**config.mk**
```make
export PLATFORM = sky130hd
export DESIGN_NAME = thrm_regs
export DESIGN_NICKNAME = d
export VERILOG_FILES = /design/src/hdl/thrm_pkg.sv /design/src/hdl/thrm_sync.sv /design/src/hdl/thrm_regs.sv
export SDC_FILE = /design/constraint.sdc
export NUM_CORES = 1
export LEC_CHECK = 0
export BUFFER_PORTS_ARGS = -buffer_cell sky130_fd_sc_hd__clkbuf_2
export CAP_MARGIN = 20
export CORE_ASPECT_RATIO = 0.6
export CORE_MARGIN = 3
export CORE_UTILIZATION = 57
export DETAILED_ROUTE_END_ITERATION = 8
export PLACE_DENSITY = 0.81
export SLEW_MARGIN = 25
export SYNTH_ARGS = -nofsm -noshare
export SYNTH_HDL_FRONTEND = slang
export SYNTH_SLANG_ARGS = --single-unit
```
**constraint.sdc**
```tcl
create_clock -name core_clk -period 2.6 [get_ports core_clk]
set_input_delay 0 -clock core_clk [delete_from_list [all_inputs] [get_ports core_clk]]
set_output_delay 0 -clock core_clk [all_outputs]
set_load 0.01 [all_outputs]
```
**src/hdl/thrm_pkg.sv**
```systemverilog
// Constants shared by the host register map of the component transcoder.
package thrm_pkg;

    // ------------------------------------------------------------------
    // Host port, coefficient and map sizes
    // ------------------------------------------------------------------
    localparam int ADDR_W = 5;
    localparam int DATA_W = 8;
    localparam int COEF_W = 13;
    localparam int NUM_LOC = 23;
    localparam int COEF_LOW_BITS = 5;

    // ------------------------------------------------------------------
    // Location offsets
    // ------------------------------------------------------------------
    localparam logic [4:0] ADDR_M11_LO = 5'h00;
    localparam logic [4:0] ADDR_M11_HI = 5'h01;
    localparam logic [4:0] ADDR_M12_LO = 5'h02;
    localparam logic [4:0] ADDR_M13_LO = 5'h04;
    localparam logic [4:0] ADDR_M21_LO = 5'h06;
    localparam logic [4:0] ADDR_M22_LO = 5'h08;
    localparam logic [4:0] ADDR_M23_LO = 5'h0a;
    localparam logic [4:0] ADDR_M31_LO = 5'h0c;
    localparam logic [4:0] ADDR_M32_LO = 5'h0e;
    localparam logic [4:0] ADDR_M33_LO = 5'h10;
    localparam logic [4:0] ADDR_M33_HI = 5'h11;
    localparam logic [4:0] ADDR_KEY_LO = 5'h12;
    localparam logic [4:0] ADDR_KEY_HI = 5'h13;
    localparam logic [4:0] ADDR_PATH = 5'h14;
    localparam logic [4:0] ADDR_LEVEL = 5'h15;
    localparam logic [4:0] ADDR_LINK = 5'h16;

    // ------------------------------------------------------------------
    // Field masks and positions
    // ------------------------------------------------------------------
    localparam logic [7:0] LOW_LOC_MASK = 8'hf8;
    localparam logic [7:0] LINK_KEEP_MASK = 8'hf5;
    localparam logic [7:0] FULL_MASK = 8'hff;
    localparam int PATH_OUT_IN = 7;
    localparam int PATH_INTERP = 6;
    localparam int PATH_BYPASS = 5;
    localparam int PATH_MUX_IN = 4;
    localparam int PATH_MUX_OUT = 3;
    localparam int PATH_CHROMA_RND = 2;
    localparam int PATH_FILT_RND = 1;
    localparam int PATH_FULL_RATE = 0;
    localparam int LINK_COPROC = 7;
    localparam int LINK_IN = 6;
    localparam int LINK_OUT = 5;
    localparam int LINK_CSPACE = 4;
    localparam int LINK_SYNC_OUT = 2;
    localparam int LINK_SLOW_CLK = 0;

    // ------------------------------------------------------------------
    // Reset values and synchroniser width
    // ------------------------------------------------------------------
    localparam logic [7:0] LOC_RESET = 8'h00;
    localparam int SYNC_W = 15;
    localparam logic [14:0] SYNC_RESET = 15'h4000;

endpackage : thrm_pkg

```
**src/hdl/thrm_sync.sv**
```systemverilog
// Two-stage synchroniser for the asynchronous host pins.
`timescale 1ns/100ps

module thrm_sync #(
    parameter int W = 1,
    parameter logic [W-1:0] RST_VAL = '0
) (
    // Clock and reset
    input wire logic core_clk,
    input wire logic rst_n,
    // Pins and synchronised copy
    input wire logic [W-1:0] d,
    output logic [W-1:0] q
);

    typedef struct packed {
        logic [W-1:0] meta;
        logic [W-1:0] stable;
    } thrm_sync_st_t;

    thrm_sync_st_t st_r;
    thrm_sync_st_t st_nxt;

    // The first stage feeds the second stage and nothing else.
    always_comb begin
        st_nxt = st_r;
        st_nxt.meta = d;
        st_nxt.stable = st_r.meta;
    end

    always_ff @(posedge core_clk or negedge rst_n) begin
        if (!rst_n) begin
            st_r <= {RST_VAL, RST_VAL};
        end else begin
            st_r <= st_nxt;
        end
    end

    assign q = st_r.stable;

endmodule : thrm_sync

```
**src/hdl/thrm_regs.sv**
```systemverilog
// Host-programmable coefficient and control memory of the transcoder.
// ------------------------------------------------------------------
// ------------------------------------------------------------------
`timescale 1ns/100ps

module thrm_regs (
    // Clock and reset
    input wire logic core_clk,
    input wire logic rst_n,
    // Host port pins
    input wire logic host_cs_n,
    input wire logic host_rw,
    input wire logic [4:0] host_addr,
    input wire logic [7:0] host_data_bus_in,
    output logic [7:0] host_data_bus_out,
    output logic host_data_bus_oe,
    // Matrix coefficients and key scaler
    output logic [12:0] matrix_r1c1,
    output logic [12:0] matrix_r1c2,
    output logic [12:0] matrix_r1c3,
    output logic [12:0] matrix_r2c1,
    output logic [12:0] matrix_r2c2,
    output logic [12:0] matrix_r2c3,
    output logic [12:0] matrix_r3c1,
    output logic [12:0] matrix_r3c2,
    output logic [12:0] matrix_r3c3,
    output logic [12:0] key_scale,
    // Path control bits
    output logic out_in_sel,
    output logic interp_or_decim,
    output logic filter_bypass,
    output logic mux_in_sel,
    output logic mux_out_sel,
    output logic chroma_round_width,
    output logic filter_round_sel,
    output logic full_rate_out,
    // Level control bits
    output logic hblank_cfg_hi,
    output logic hblank_cfg_lo,
    output logic in_offset_hi,
    output logic in_offset_lo,
    output logic out_offset_hi,
    output logic out_offset_lo,
    output logic clip_depth_hi,
    output logic clip_depth_lo,
    // Link control bits
    output logic coproc_sync_source,
    output logic link_count_in,
    output logic link_count_out,
    output logic color_space_tag,
    output logic sync_signal_out_en,
    output logic slow_clock_mode
);

    // ------------------------------------------------------------------
    // State
    // ------------------------------------------------------------------
    typedef struct packed {
        logic [22:0][7:0] mem;
        logic cs_n_d;
        logic [7:0] rd_data;
        logic oe;
    } thrm_state_t;

    thrm_state_t st_r;
    thrm_state_t st_nxt;

    logic [14:0] sync_q;
    logic cs_n_s;
    logic rw_s;
    logic [4:0] addr_s;
    logic [7:0] din_s;
    logic cs_fall;

    // ------------------------------------------------------------------
    // Helpers
    // ------------------------------------------------------------------
    function automatic logic [12:0] coef_of(input logic [7:0] hi,
                                            input logic [7:0] lo);
        coef_of = {hi, lo[7:3]};
    endfunction : coef_of

    function automatic logic is_mapped(input logic [4:0] a);
        is_mapped = (a <= thrm_pkg::ADDR_LINK);
    endfunction : is_mapped

    // Don't-care bits of low locations and reserved link bits are never
    // stored, so reads give zero without any extra read-side masking.
    function automatic logic [7:0] loc_mask(input logic [4:0] a);
        if ((a <= thrm_pkg::ADDR_KEY_HI) && !a[0]) begin
            loc_mask = thrm_pkg::LOW_LOC_MASK;
        end else if (a == thrm_pkg::ADDR_LINK) begin
            loc_mask = thrm_pkg::LINK_KEEP_MASK;
        end else begin
            loc_mask = thrm_pkg::FULL_MASK;
        end
    endfunction : loc_mask

    // ------------------------------------------------------------------
    // Pin synchronisation
    // ------------------------------------------------------------------
    // Address, data and direction pass the same two stages as chip select,
    // so they stay aligned with the edge given the host's setup and hold.
    thrm_sync #(
        .W(thrm_pkg::SYNC_W),
        .RST_VAL(thrm_pkg::SYNC_RESET)
    ) u_pin_sync (
        .core_clk(core_clk),
        .rst_n(rst_n),
        .d({host_cs_n, host_rw, host_addr, host_data_bus_in}),
        .q(sync_q)
    );

    assign cs_n_s = sync_q[14];
    assign rw_s = sync_q[13];
    assign addr_s = sync_q[12:8];
    assign din_s = sync_q[7:0];
    assign cs_fall = st_r.cs_n_d & ~cs_n_s;

    // ------------------------------------------------------------------
    // Access engine
    // ------------------------------------------------------------------
    // Accesses are taken only on the chip select edge; the video side
    // never gates them, so the host may program at any moment.
    always_comb begin
        st_nxt = st_r;
        st_nxt.cs_n_d = cs_n_s;
        st_nxt.oe = ~cs_n_s & rw_s;
        if (cs_fall && !rw_s) begin
            if (is_mapped(addr_s)) begin
                st_nxt.mem[addr_s] = din_s & loc_mask(addr_s);
            end
        end else if (cs_fall && rw_s) begin
            if (is_mapped(addr_s)) begin
                st_nxt.rd_data = st_r.mem[addr_s];
            end else begin
                st_nxt.rd_data = thrm_pkg::LOC_RESET;
            end
        end
    end

    always_ff @(posedge core_clk or negedge rst_n) begin
        if (!rst_n) begin
            st_r.mem <= {thrm_pkg::NUM_LOC{thrm_pkg::LOC_RESET}};
            st_r.cs_n_d <= 1'b1;
            st_r.rd_data <= thrm_pkg::LOC_RESET;
            st_r.oe <= 1'b0;
        end else begin
            st_r <= st_nxt;
        end
    end

    assign host_data_bus_out = st_r.rd_data;
    assign host_data_bus_oe = st_r.oe;

    // ------------------------------------------------------------------
    // Coefficient outputs
    // ------------------------------------------------------------------
    assign matrix_r1c1 = coef_of(st_r.mem[1], st_r.mem[0]);
    assign matrix_r1c2 = coef_of(st_r.mem[3], st_r.mem[2]);
    assign matrix_r1c3 = coef_of(st_r.mem[5], st_r.mem[4]);
    assign matrix_r2c1 = coef_of(st_r.mem[7], st_r.mem[6]);
    assign matrix_r2c2 = coef_of(st_r.mem[9], st_r.mem[8]);
    assign matrix_r2c3 = coef_of(st_r.mem[11], st_r.mem[10]);
    assign matrix_r3c1 = coef_of(st_r.mem[13], st_r.mem[12]);
    assign matrix_r3c2 = coef_of(st_r.mem[15], st_r.mem[14]);
    assign matrix_r3c3 = coef_of(st_r.mem[17], st_r.mem[16]);
    assign key_scale = coef_of(st_r.mem[thrm_pkg::ADDR_KEY_HI],
                               st_r.mem[thrm_pkg::ADDR_KEY_LO]);

    // ------------------------------------------------------------------
    // Control word outputs
    // ------------------------------------------------------------------
    assign out_in_sel = st_r.mem[thrm_pkg::ADDR_PATH][thrm_pkg::PATH_OUT_IN];
    assign interp_or_decim =
        st_r.mem[thrm_pkg::ADDR_PATH][thrm_pkg::PATH_INTERP];
    assign filter_bypass =
        st_r.mem[thrm_pkg::ADDR_PATH][thrm_pkg::PATH_BYPASS];
    assign mux_in_sel = st_r.mem[thrm_pkg::ADDR_PATH][thrm_pkg::PATH_MUX_IN];
    assign mux_out_sel =
        st_r.mem[thrm_pkg::ADDR_PATH][thrm_pkg::PATH_MUX_OUT];
    assign chroma_round_width =
        st_r.mem[thrm_pkg::ADDR_PATH][thrm_pkg::PATH_CHROMA_RND];
    assign filter_round_sel =
        st_r.mem[thrm_pkg::ADDR_PATH][thrm_pkg::PATH_FILT_RND];
    assign full_rate_out =
        st_r.mem[thrm_pkg::ADDR_PATH][thrm_pkg::PATH_FULL_RATE];

    assign {hblank_cfg_hi, hblank_cfg_lo, in_offset_hi, in_offset_lo,
            out_offset_hi, out_offset_lo, clip_depth_hi, clip_depth_lo} =
        st_r.mem[thrm_pkg::ADDR_LEVEL];

    // The tag is stored as written; keeping it consistent with the output
    // colour space is left to the host, while reserved bits 3 and 1 are stored as zero.
    assign coproc_sync_source =
        st_r.mem[thrm_pkg::ADDR_LINK][thrm_pkg::LINK_COPROC];
    assign link_count_in = st_r.mem[thrm_pkg::ADDR_LINK][thrm_pkg::LINK_IN];
    assign link_count_out = st_r.mem[thrm_pkg::ADDR_LINK][thrm_pkg::LINK_OUT];
    assign color_space_tag =
        st_r.mem[thrm_pkg::ADDR_LINK][thrm_pkg::LINK_CSPACE];
    assign sync_signal_out_en =
        st_r.mem[thrm_pkg::ADDR_LINK][thrm_pkg::LINK_SYNC_OUT];
    assign slow_clock_mode =
        st_r.mem[thrm_pkg::ADDR_LINK][thrm_pkg::LINK_SLOW_CLK];

    // ------------------------------------------------------------------
    // Assertions
    // ------------------------------------------------------------------
    write_store_a: assert property (
        @(posedge core_clk) disable iff (!rst_n)
        cs_fall && !rw_s && addr_s == thrm_pkg::ADDR_PATH
        |=> st_r.mem[thrm_pkg::ADDR_PATH] == $past(din_s))
        else $error("Path word not stored on chip select edge.");

    read_return_a: assert property (
        @(posedge core_clk) disable iff (!rst_n)
        cs_fall && rw_s && addr_s == thrm_pkg::ADDR_LEVEL
        |=> host_data_bus_out == st_r.mem[thrm_pkg::ADDR_LEVEL]
            && host_data_bus_oe)
        else $error("Read did not return the level word.");

    bus_float_a: assert property (
        @(posedge core_clk) disable iff (!rst_n)
        (cs_n_s || !rw_s) |=> !host_data_bus_oe)
        else $error("Data bus driven while deselected or writing.");

    low_clear_a: assert property (
        @(posedge core_clk) disable iff (!rst_n)
        cs_fall && !rw_s && addr_s == thrm_pkg::ADDR_M22_LO
        |=> st_r.mem[8][2:0] == 3'h0
            && st_r.mem[8][7:3] == $past(din_s[7:3]))
        else $error("Low location stored wrong bits.");

    read_low_a: assert property (
        @(posedge core_clk) disable iff (!rst_n)
        cs_fall && rw_s && !addr_s[0] && addr_s <= thrm_pkg::ADDR_KEY_LO
        |=> host_data_bus_out[2:0] == 3'h0)
        else $error("Low location read gave nonzero low bits.");

    coef_high_a: assert property (
        @(posedge core_clk) disable iff (!rst_n)
        cs_fall && !rw_s && addr_s == thrm_pkg::ADDR_M33_HI
        |=> matrix_r3c3[12:5] == $past(din_s))
        else $error("Last matrix term high bits wrong.");

    key_low_a: assert property (
        @(posedge core_clk) disable iff (!rst_n)
        cs_fall && !rw_s && addr_s == thrm_pkg::ADDR_KEY_LO
        |=> key_scale[4:0] == $past(din_s[7:3]))
        else $error("Key scaler low bits wrong.");

    path_bit_a: assert property (
        @(posedge core_clk) disable iff (!rst_n)
        cs_fall && !rw_s && addr_s == thrm_pkg::ADDR_PATH
        |=> interp_or_decim == $past(din_s[6])
            && full_rate_out == $past(din_s[0]))
        else $error("Path control bits misplaced.");

    level_bits_a: assert property (
        @(posedge core_clk) disable iff (!rst_n)
        cs_fall && !rw_s && addr_s == thrm_pkg::ADDR_LEVEL
        |=> {hblank_cfg_hi, in_offset_lo, clip_depth_lo}
            == {$past(din_s[7]), $past(din_s[4]), $past(din_s[0])})
        else $error("Level control bits misplaced.");

    link_bits_a: assert property (
        @(posedge core_clk) disable iff (!rst_n)
        cs_fall && !rw_s && addr_s == thrm_pkg::ADDR_LINK
        |=> sync_signal_out_en == $past(din_s[2])
            && st_r.mem[thrm_pkg::ADDR_LINK][3] == 1'b0)
        else $error("Link control word stored wrong.");

    mem_hold_a: assert property (
        @(posedge core_clk) disable iff (!rst_n)
        !(cs_fall && !rw_s) |=> $stable(st_r.mem))
        else $error("Memory changed without a write edge.");

    oe_on_read_a: assert property (
        @(posedge core_clk) disable iff (!rst_n)
        cs_fall && rw_s |=> host_data_bus_oe)
        else $error("Data bus not driven after a read edge.");

    unmapped_read_a: assert property (
        @(posedge core_clk) disable iff (!rst_n)
        cs_fall && rw_s && !is_mapped(addr_s)
        |=> host_data_bus_out == thrm_pkg::LOC_RESET)
        else $error("Unmapped read did not return zero.");

    unmapped_write_a: assert property (
        @(posedge core_clk) disable iff (!rst_n)
        cs_fall && !rw_s && !is_mapped(addr_s) |=> $stable(st_r.mem))
        else $error("Unmapped write changed the memory.");

    first_low_a: assert property (
        @(posedge core_clk) disable iff (!rst_n)
        cs_fall && !rw_s && addr_s == thrm_pkg::ADDR_M11_LO
        |=> matrix_r1c1[4:0] == $past(din_s[7:3]))
        else $error("First matrix term low bits wrong.");

    first_high_a: assert property (
        @(posedge core_clk) disable iff (!rst_n)
        cs_fall && !rw_s && addr_s == thrm_pkg::ADDR_M11_HI
        |=> matrix_r1c1[12:5] == $past(din_s))
        else $error("First matrix term high bits wrong.");

    key_high_a: assert property (
        @(posedge core_clk) disable iff (!rst_n)
        cs_fall && !rw_s && addr_s == thrm_pkg::ADDR_KEY_HI
        |=> key_scale[12:5] == $past(din_s))
        else $error("Key scaler high bits wrong.");

    path_rest_a: assert property (
        @(posedge core_clk) disable iff (!rst_n)
        cs_fall && !rw_s && addr_s == thrm_pkg::ADDR_PATH
        |=> {out_in_sel, filter_bypass, mux_in_sel, mux_out_sel,
             chroma_round_width, filter_round_sel}
            == {$past(din_s[7]), $past(din_s[5:1])})
        else $error("Path control upper bits misplaced.");

    level_rest_a: assert property (
        @(posedge core_clk) disable iff (!rst_n)
        cs_fall && !rw_s && addr_s == thrm_pkg::ADDR_LEVEL
        |=> {hblank_cfg_lo, in_offset_hi, out_offset_hi, out_offset_lo,
             clip_depth_hi}
            == {$past(din_s[6]), $past(din_s[5]), $past(din_s[3:1])})
        else $error("Level control fields misplaced.");

    link_rest_a: assert property (
        @(posedge core_clk) disable iff (!rst_n)
        cs_fall && !rw_s && addr_s == thrm_pkg::ADDR_LINK
        |=> {coproc_sync_source, link_count_in, link_count_out,
             color_space_tag, slow_clock_mode}
            == {$past(din_s[7:4]), $past(din_s[0])})
        else $error("Link control bits misplaced.");

    read_hold_a: assert property (
        @(posedge core_clk) disable iff (!rst_n)
        !cs_fall |=> $stable(host_data_bus_out))
        else $error("Read data changed without a read edge.");

endmodule : thrm_regs

```
; ---- Word level (Yosys, flattened, before mapping)
; Index checks and enable logic that the tools add are counted.
[op_classes]
n_addsub = 0
mul = 0
n_div = 0
n_lt_le_gt_ge = 4
n_eq_ne = 1
shift = 0
muxes = 10
n_bitwise = 5
n_reduce_logical = 8
[ops]
columns = operator, count
row1 = 184-bit bitwise mux, 1
row2 = 8-bit binary-select mux with 5-bit select, 1
row3 = 8-bit demux with 5-bit select, 1
row4 = 8-bit two-way mux, 5
row5 = "5-bit <= comparator, second input constant", 2
row6 = 8-bit AND, 1
row7 = 4-bit two-way mux, 2
row8 = "5-bit by 6-bit < comparator with 1-bit output, second input constant", 1
row9 = "5-bit equality test, second input constant", 1
row10 = "5-bit by 1-bit >= comparator with 1-bit output, second input constant", 1
row11 = 1-bit logical AND, 4
row12 = 2-bit AND reduction, 2
row13 = 1-bit AND, 2
row14 = 1-bit zero test, 2
row15 = 1-bit inverter, 2
[word_totals]
reg_bits = 224
latchBits = 0
ramBits = 0
mem_bits_ro = 0
output_inout_bits = 161
word_cells = 56
memories = 0

; ---- Longest topological paths before layout
[depth]
word_depth = 7
depth_mapped = 7
mapped_depth_nobuf = 4

; ---- Cells and area by module
; From an unflattened synthesis, not the netlist that was laid out.
[unflattened]
hier_cells = 849
area_unflattened_um2 = 10744.1
[by_module_without_submodules]
columns = mod, instances, cells_each, area_per_inst_um2
row1 = thrm_regs, 1, 819, 9990.8
row2 = thrm_sync, 1, 30, 753.2

; ---- Worst setup path before layout
; OpenSTA, ideal clock, no wires.
[synth_timing]
path_type = reg2reg
start = register st_r[9] (netlist bit)
end = register st_r, in the netlist matrix_r1c2[0]
t_arrival_ns = 1.703
required_time_ns = 2.475
path_slack_ns = 0.772
stages_incl_launch_ff = 7
n_path_buf = 2
period_less_slack_ns = 1.828
cell_sequence = dfstp_2 > nor3b_4 > and3_1 > buf_6 > and2_1 > buf_4 > mux2_2
[synth_between]
elab_chain_cells = 3
[synth_rtl]
columns = element, line
row1 = from (decl), thrm_regs.sv:65  ; thrm_state_t st_r;
row2 = from (signal assigned), thrm_regs.sv:149  ; st_r <= st_nxt;
row3 = 1-bit AND, thrm_regs.sv:118  ; assign cs_fall = st_r.cs_n_d & ~cs_n_s;
row4 = 1-bit logical AND, thrm_regs.sv:129  ; if (cs_fall && !rw_s) begin
row5 = 2-bit AND reduction (no line), n/a
; No other way between the ends.
; A chain may end at the register's enable or synchronous reset.

; ---- Worst setup path in the final report
[layout_timing]
start = register u_pin_sync.st_r, in the netlist u_pin_sync.q[10]
end = register st_r, in the netlist matrix_r2c3[8]
[layout_between]
elab_chain_cells = 7
[layout_rtl]
columns = element, line
row1 = from (decl), thrm_sync.sv:21  ; thrm_sync_st_t st_r;
row2 = from (signal assigned), thrm_sync.sv:33  ; st_r <= {RST_VAL, RST_VAL};
row3 = from (signal assigned), thrm_sync.sv:35  ; st_r <= st_nxt;
row4 = 5-bit <= comparator / 5-bit equality test (equally long branches), "thrm_regs.sv:90, thrm_regs.sv:92"
row5 = 1-bit logical AND / 4-bit two-way mux (equally long branches), "thrm_regs.sv:90, thrm_regs.sv:92"
row6 = 4-bit two-way mux, thrm_regs.sv:90  ; if ((a <= thrm_pkg::ADDR_KEY_HI) && !a[0]) begin
row7 = 8-bit two-way mux, thrm_regs.sv:130  ; if (is_mapped(addr_s)) begin
row8 = 8-bit two-way mux, thrm_regs.sv:129
row9 = 8-bit AND, thrm_regs.sv:131  ; st_nxt.mem[addr_s] = din_s & loc_mask(addr_s);
row10 = 184-bit bitwise mux, thrm_regs.sv:131
; Parallel ways exist; a longest one is shown, timed or not. The select of a mux whose other input is x is not followed.

==> run_results.csv <==
group,metric,value,unit
run_status,outcome,"finished clean",
global_routing,grt_overflow,0,
cells_and_area,n_fill_cell,1442,
global_routing,antenna_found_initial,0,
die,die_area,0.02073,mm²
power_and_ir_drop,powerDensity,651.9,mW/mm²
cells_and_area,register_area,0.005613,mm²
cells_and_area,nets,913,
route,routed_wl,29000,µm
logic_synthesis,netlist_area,0.01082,mm²
logic_synthesis,netlist_instances,839,
cells_and_area,area_growth,8.903,%
logic_synthesis,synth-seq-area-share,51.83,%
logic_synthesis,synth_fp_nets,856,
run,maxCapViolCount,0,
logic_synthesis,synth_edf_count,0,
logic_synthesis,synthDominantCellAreaShare,51.10,%
setup_path,required,2.98,ns
setup_path,crit_type,"reg -> reg",
logic_synthesis,synth-compound-area-share,3.977,%
route,post-route-drc-count,0,
route,drt-pass1-iter-count,5,
sta,rsz0062_at_grt,"false",
sta,setup_violations,0,
sta,finalCriticalPeriod,2.399,ns
global_routing,grt_pass1_wl,44150,µm
setup_path,crit_chain,"and3b_1, a21boi_1, buf_4, mux2_2",
cts,root_buffer,"clkbuf_16",
cells_and_area,drive_above_1_share,45.49,%
logic_synthesis,synth_flop_cell,"dfrtp_1",
setup_path,r2r_start,"u_pin_sync.q[10]$_DFF_PN0_",
place,place_congestion,1.025,
sta,hold_violations,0,
route,wl_per_cell,25.22,µm
logic_synthesis,synth.distinct_cells,50,
route,vias,6864,
logic_synthesis,ys_top_cells_by_count,"dfrtp_1, mux2_2, buf_4",
sta,fin_skew,0.009013,ns
logic_synthesis,synth-simple-area-share,8.255,%
die,ios,178,
setup_path,worst_setup_path_end_kind,"flip-flop",
setup_path,arrival,2.78,ns
global_routing,groute.usage.overall,28.10,%
sta,period_share,92.28,%
setup_path,slowest_delay,0.72,ns
die,die_w,183.9,µm
place,place_area,0.01097,mm²
setup_path,r2r_end,"matrix_r2c3[8]$_DFFE_PN0P_",
cells_and_area,finalInstanceArea,0.01179,mm²
global_routing,grt_max_degree,70,
power_and_ir_drop,leakagePower,5.941,nW
place,portBuffers,177,
cts,cts_buffer_depth,3,
cells_and_area,utilization,64.21,%
cells_and_area,num_antenna_cells,0,
die,rows,38,
setup_path,r2r_cells,4,
die,initial_utilization,58.97,%
logic_synthesis,muxShareOfSynthArea,24.05,%
route,ant_nets,0,
logic_synthesis,yosysTopAreaCell,"dfrtp_1",
route,drt_iter0_drc,717,
setup_path,path_max_fanout,22,
logic_synthesis,ys_warn_count,0,
worst_hold_path,hold_class,"in -> async",
sta,maxSlewViolCount,0,
cts,cts_made_buffers,21,
die,core_region_area,0.01835,mm²
setup_path,worstSetupStartpointType,"flip-flop",
route,vias_per_cell,5.969,
setup_path,reg2reg_slack,0.20,ns
sta,tightest_slew,1.108,ns
global_routing,grt_pass1_vias,6917,
cts,htreeDepth,1,
cells_and_area,multi_input_area,0.003926,mm²
die,die_h,112.7,µm
cts,cts_sinks,224,
cts,cts_tree,"done",
cts,cts.clk_slew.worst_paths,0.07,ns
setup_path,crit_slowest_cell,"dfrtp_1",
logic_synthesis,synth.most_common_cell,"dfrtp_1",
logic_synthesis,synth_top_family_by_area,"multiplexers",
logic_synthesis,ys_ff_latch,224,
logic_synthesis,synth_area_leaders,"dfrtp_1, mux2_2, buf_4",
sta,relSlewSlack,26.14,%
logic_synthesis,synthAdderAreaFrac,0,%
place,dp_hpwl,20500,µm
power_and_ir_drop,ir_worst_vdd,0.4865,mV
cts,clk_latency,0.50,ns
logic_synthesis,synth_xor_area_share,0,%
sta,setup_tns,0,ns
sta,fmax,416.8,MHz
cts,post-cts-setup-buffer-count,0,
logic_synthesis,async_flop_share,100.0,%
logic_synthesis,post_synth.cell_area_avg,12.90,µm²
-- placed cells by master, fill, tap and decap left out, drive strengths merged, types with 5 or more instances in the layout --
cell type / synthesis / layout
a31oi: 8 / 8
and2: 36 / 36
buf: 169 / 25
clkbuf: 14 / 209
dfrtp: 221 / 221
dlygate4sd3: 0 / 16
mux2: 152 / 152
mux2i: 80 / 80
nand2: 14 / 14
nand3: 6 / 6
nor2: 30 / 30
nor2b: 8 / 8
nor4: 5 / 5
o21ai: 19 / 19
o22ai: 30 / 30
-- critical path, delay by kind of cell (launching register included) --
| family | cells | cell delay [ns] |
|---|---|---|
| muxes | 1 | 0.29 |
| and+or+nand+nor | 1 | 0.56 |
| AOI/OAI and AO/OA | 1 | 0.37 |
| buffers and inverters | 1 | 0.32 |
| DFF | 1 | 0.72 |
-- worst max-delay path by stage --
stage / from / to / slack [ns]
floorplan: st_r[9]$_DFF_PN1_ / matrix_r1c2[0]$_DFFE_PN0P_ / 0.77
global placement: u_pin_sync.q[10]$_DFF_PN0_ / matrix_r1c3[8]$_DFFE_PN0P_ / 0.34
detailed placement: u_pin_sync.q[10]$_DFF_PN0_ / matrix_r1c1[8]$_DFFE_PN0P_ / 0.29
CTS: u_pin_sync.q[10]$_DFF_PN0_ / matrix_r2c3[8]$_DFFE_PN0P_ / 0.27
global route: u_pin_sync.q[10]$_DFF_PN0_ / matrix_r2c1[8]$_DFFE_PN0P_ / 0.08
finish: u_pin_sync.q[10]$_DFF_PN0_ / matrix_r2c3[8]$_DFFE_PN0P_ / 0.20
-- repair_timing --
item | CTS | global route
resized for setup | 0 | 0
hold endpoints to repair | 207 | 0
setup endpoints to repair | 0 | 0
hold buffers | 16 | 0
-- per-layer routing --
metal | vias to the layer above | share of wire [%] | global-route usage (%)
li1 | 2923 | - | -
met1 | 3556 | 47 | 44.64
met2 | 352 | 42 | 39.27
met3 | 33 | 10 | 7.999
met4 | 0 | 1.3 | 3.976
met5 | - | 0 | 0
-- logic make-up after synthesis --
family	count (synthesis)
muxes	236
and+or+nand+nor	125
AOI/OAI and AO/OA	70
DFF	224
buffers and inverters	184
-- area by class of cell --
cell class / count / area share [%]
timing repair buffer: 217 / 10.91
clock inverter: 4 / 0.3822
tap: 240 / 2.548
inverter: 1 / 0.03185
multi-input combinational: 431 / 33.32
sequential: 224 / 47.63
clock buffer: 33 / 5.181
-- through the flow --
step / total power [W] / cells / worst slack (ns) / hold slack, ns
2_1_floorplan: 0.004462 / 839 / 0.7719 / -0.2956
3_3_place_gp: 0.004692 / 1097 / 0.3379 / -0.01888
3_5_place_dp: 0.004711 / 1097 / 0.2873 / -0.01450
4_1_cts: 0.007696 / 1150 / 0.2722 / 0.06450
5_1_grt: 0.007936 / 1150 / 0.07938 / 0.09216
6_report: 0.007682 / 1150 / 0.2006 / 0.05057
-- registers in the layout (all words and copies together) (netlist names), 8 cells and up --
register           count
matrix_r1c1           13
matrix_r1c2           13
matrix_r3c3           13
key_scale             13
matrix_r2c2           13
matrix_r3c2           13
matrix_r3c1           13
matrix_r2c1           13
u_pin_sync.q          15
matrix_r1c3           13
st_r                  33
matrix_r2c3           13
u_pin_sync.st_nxt     15
host_data_bus_out      8
-- report_power, final --
part	switching (W)	internal, W
clock	0.00130	0.00171
sequential	0.000203	0.00367
combinational	0.000445	0.000356
No activity file was read; power rests on OpenSTA's default activity.
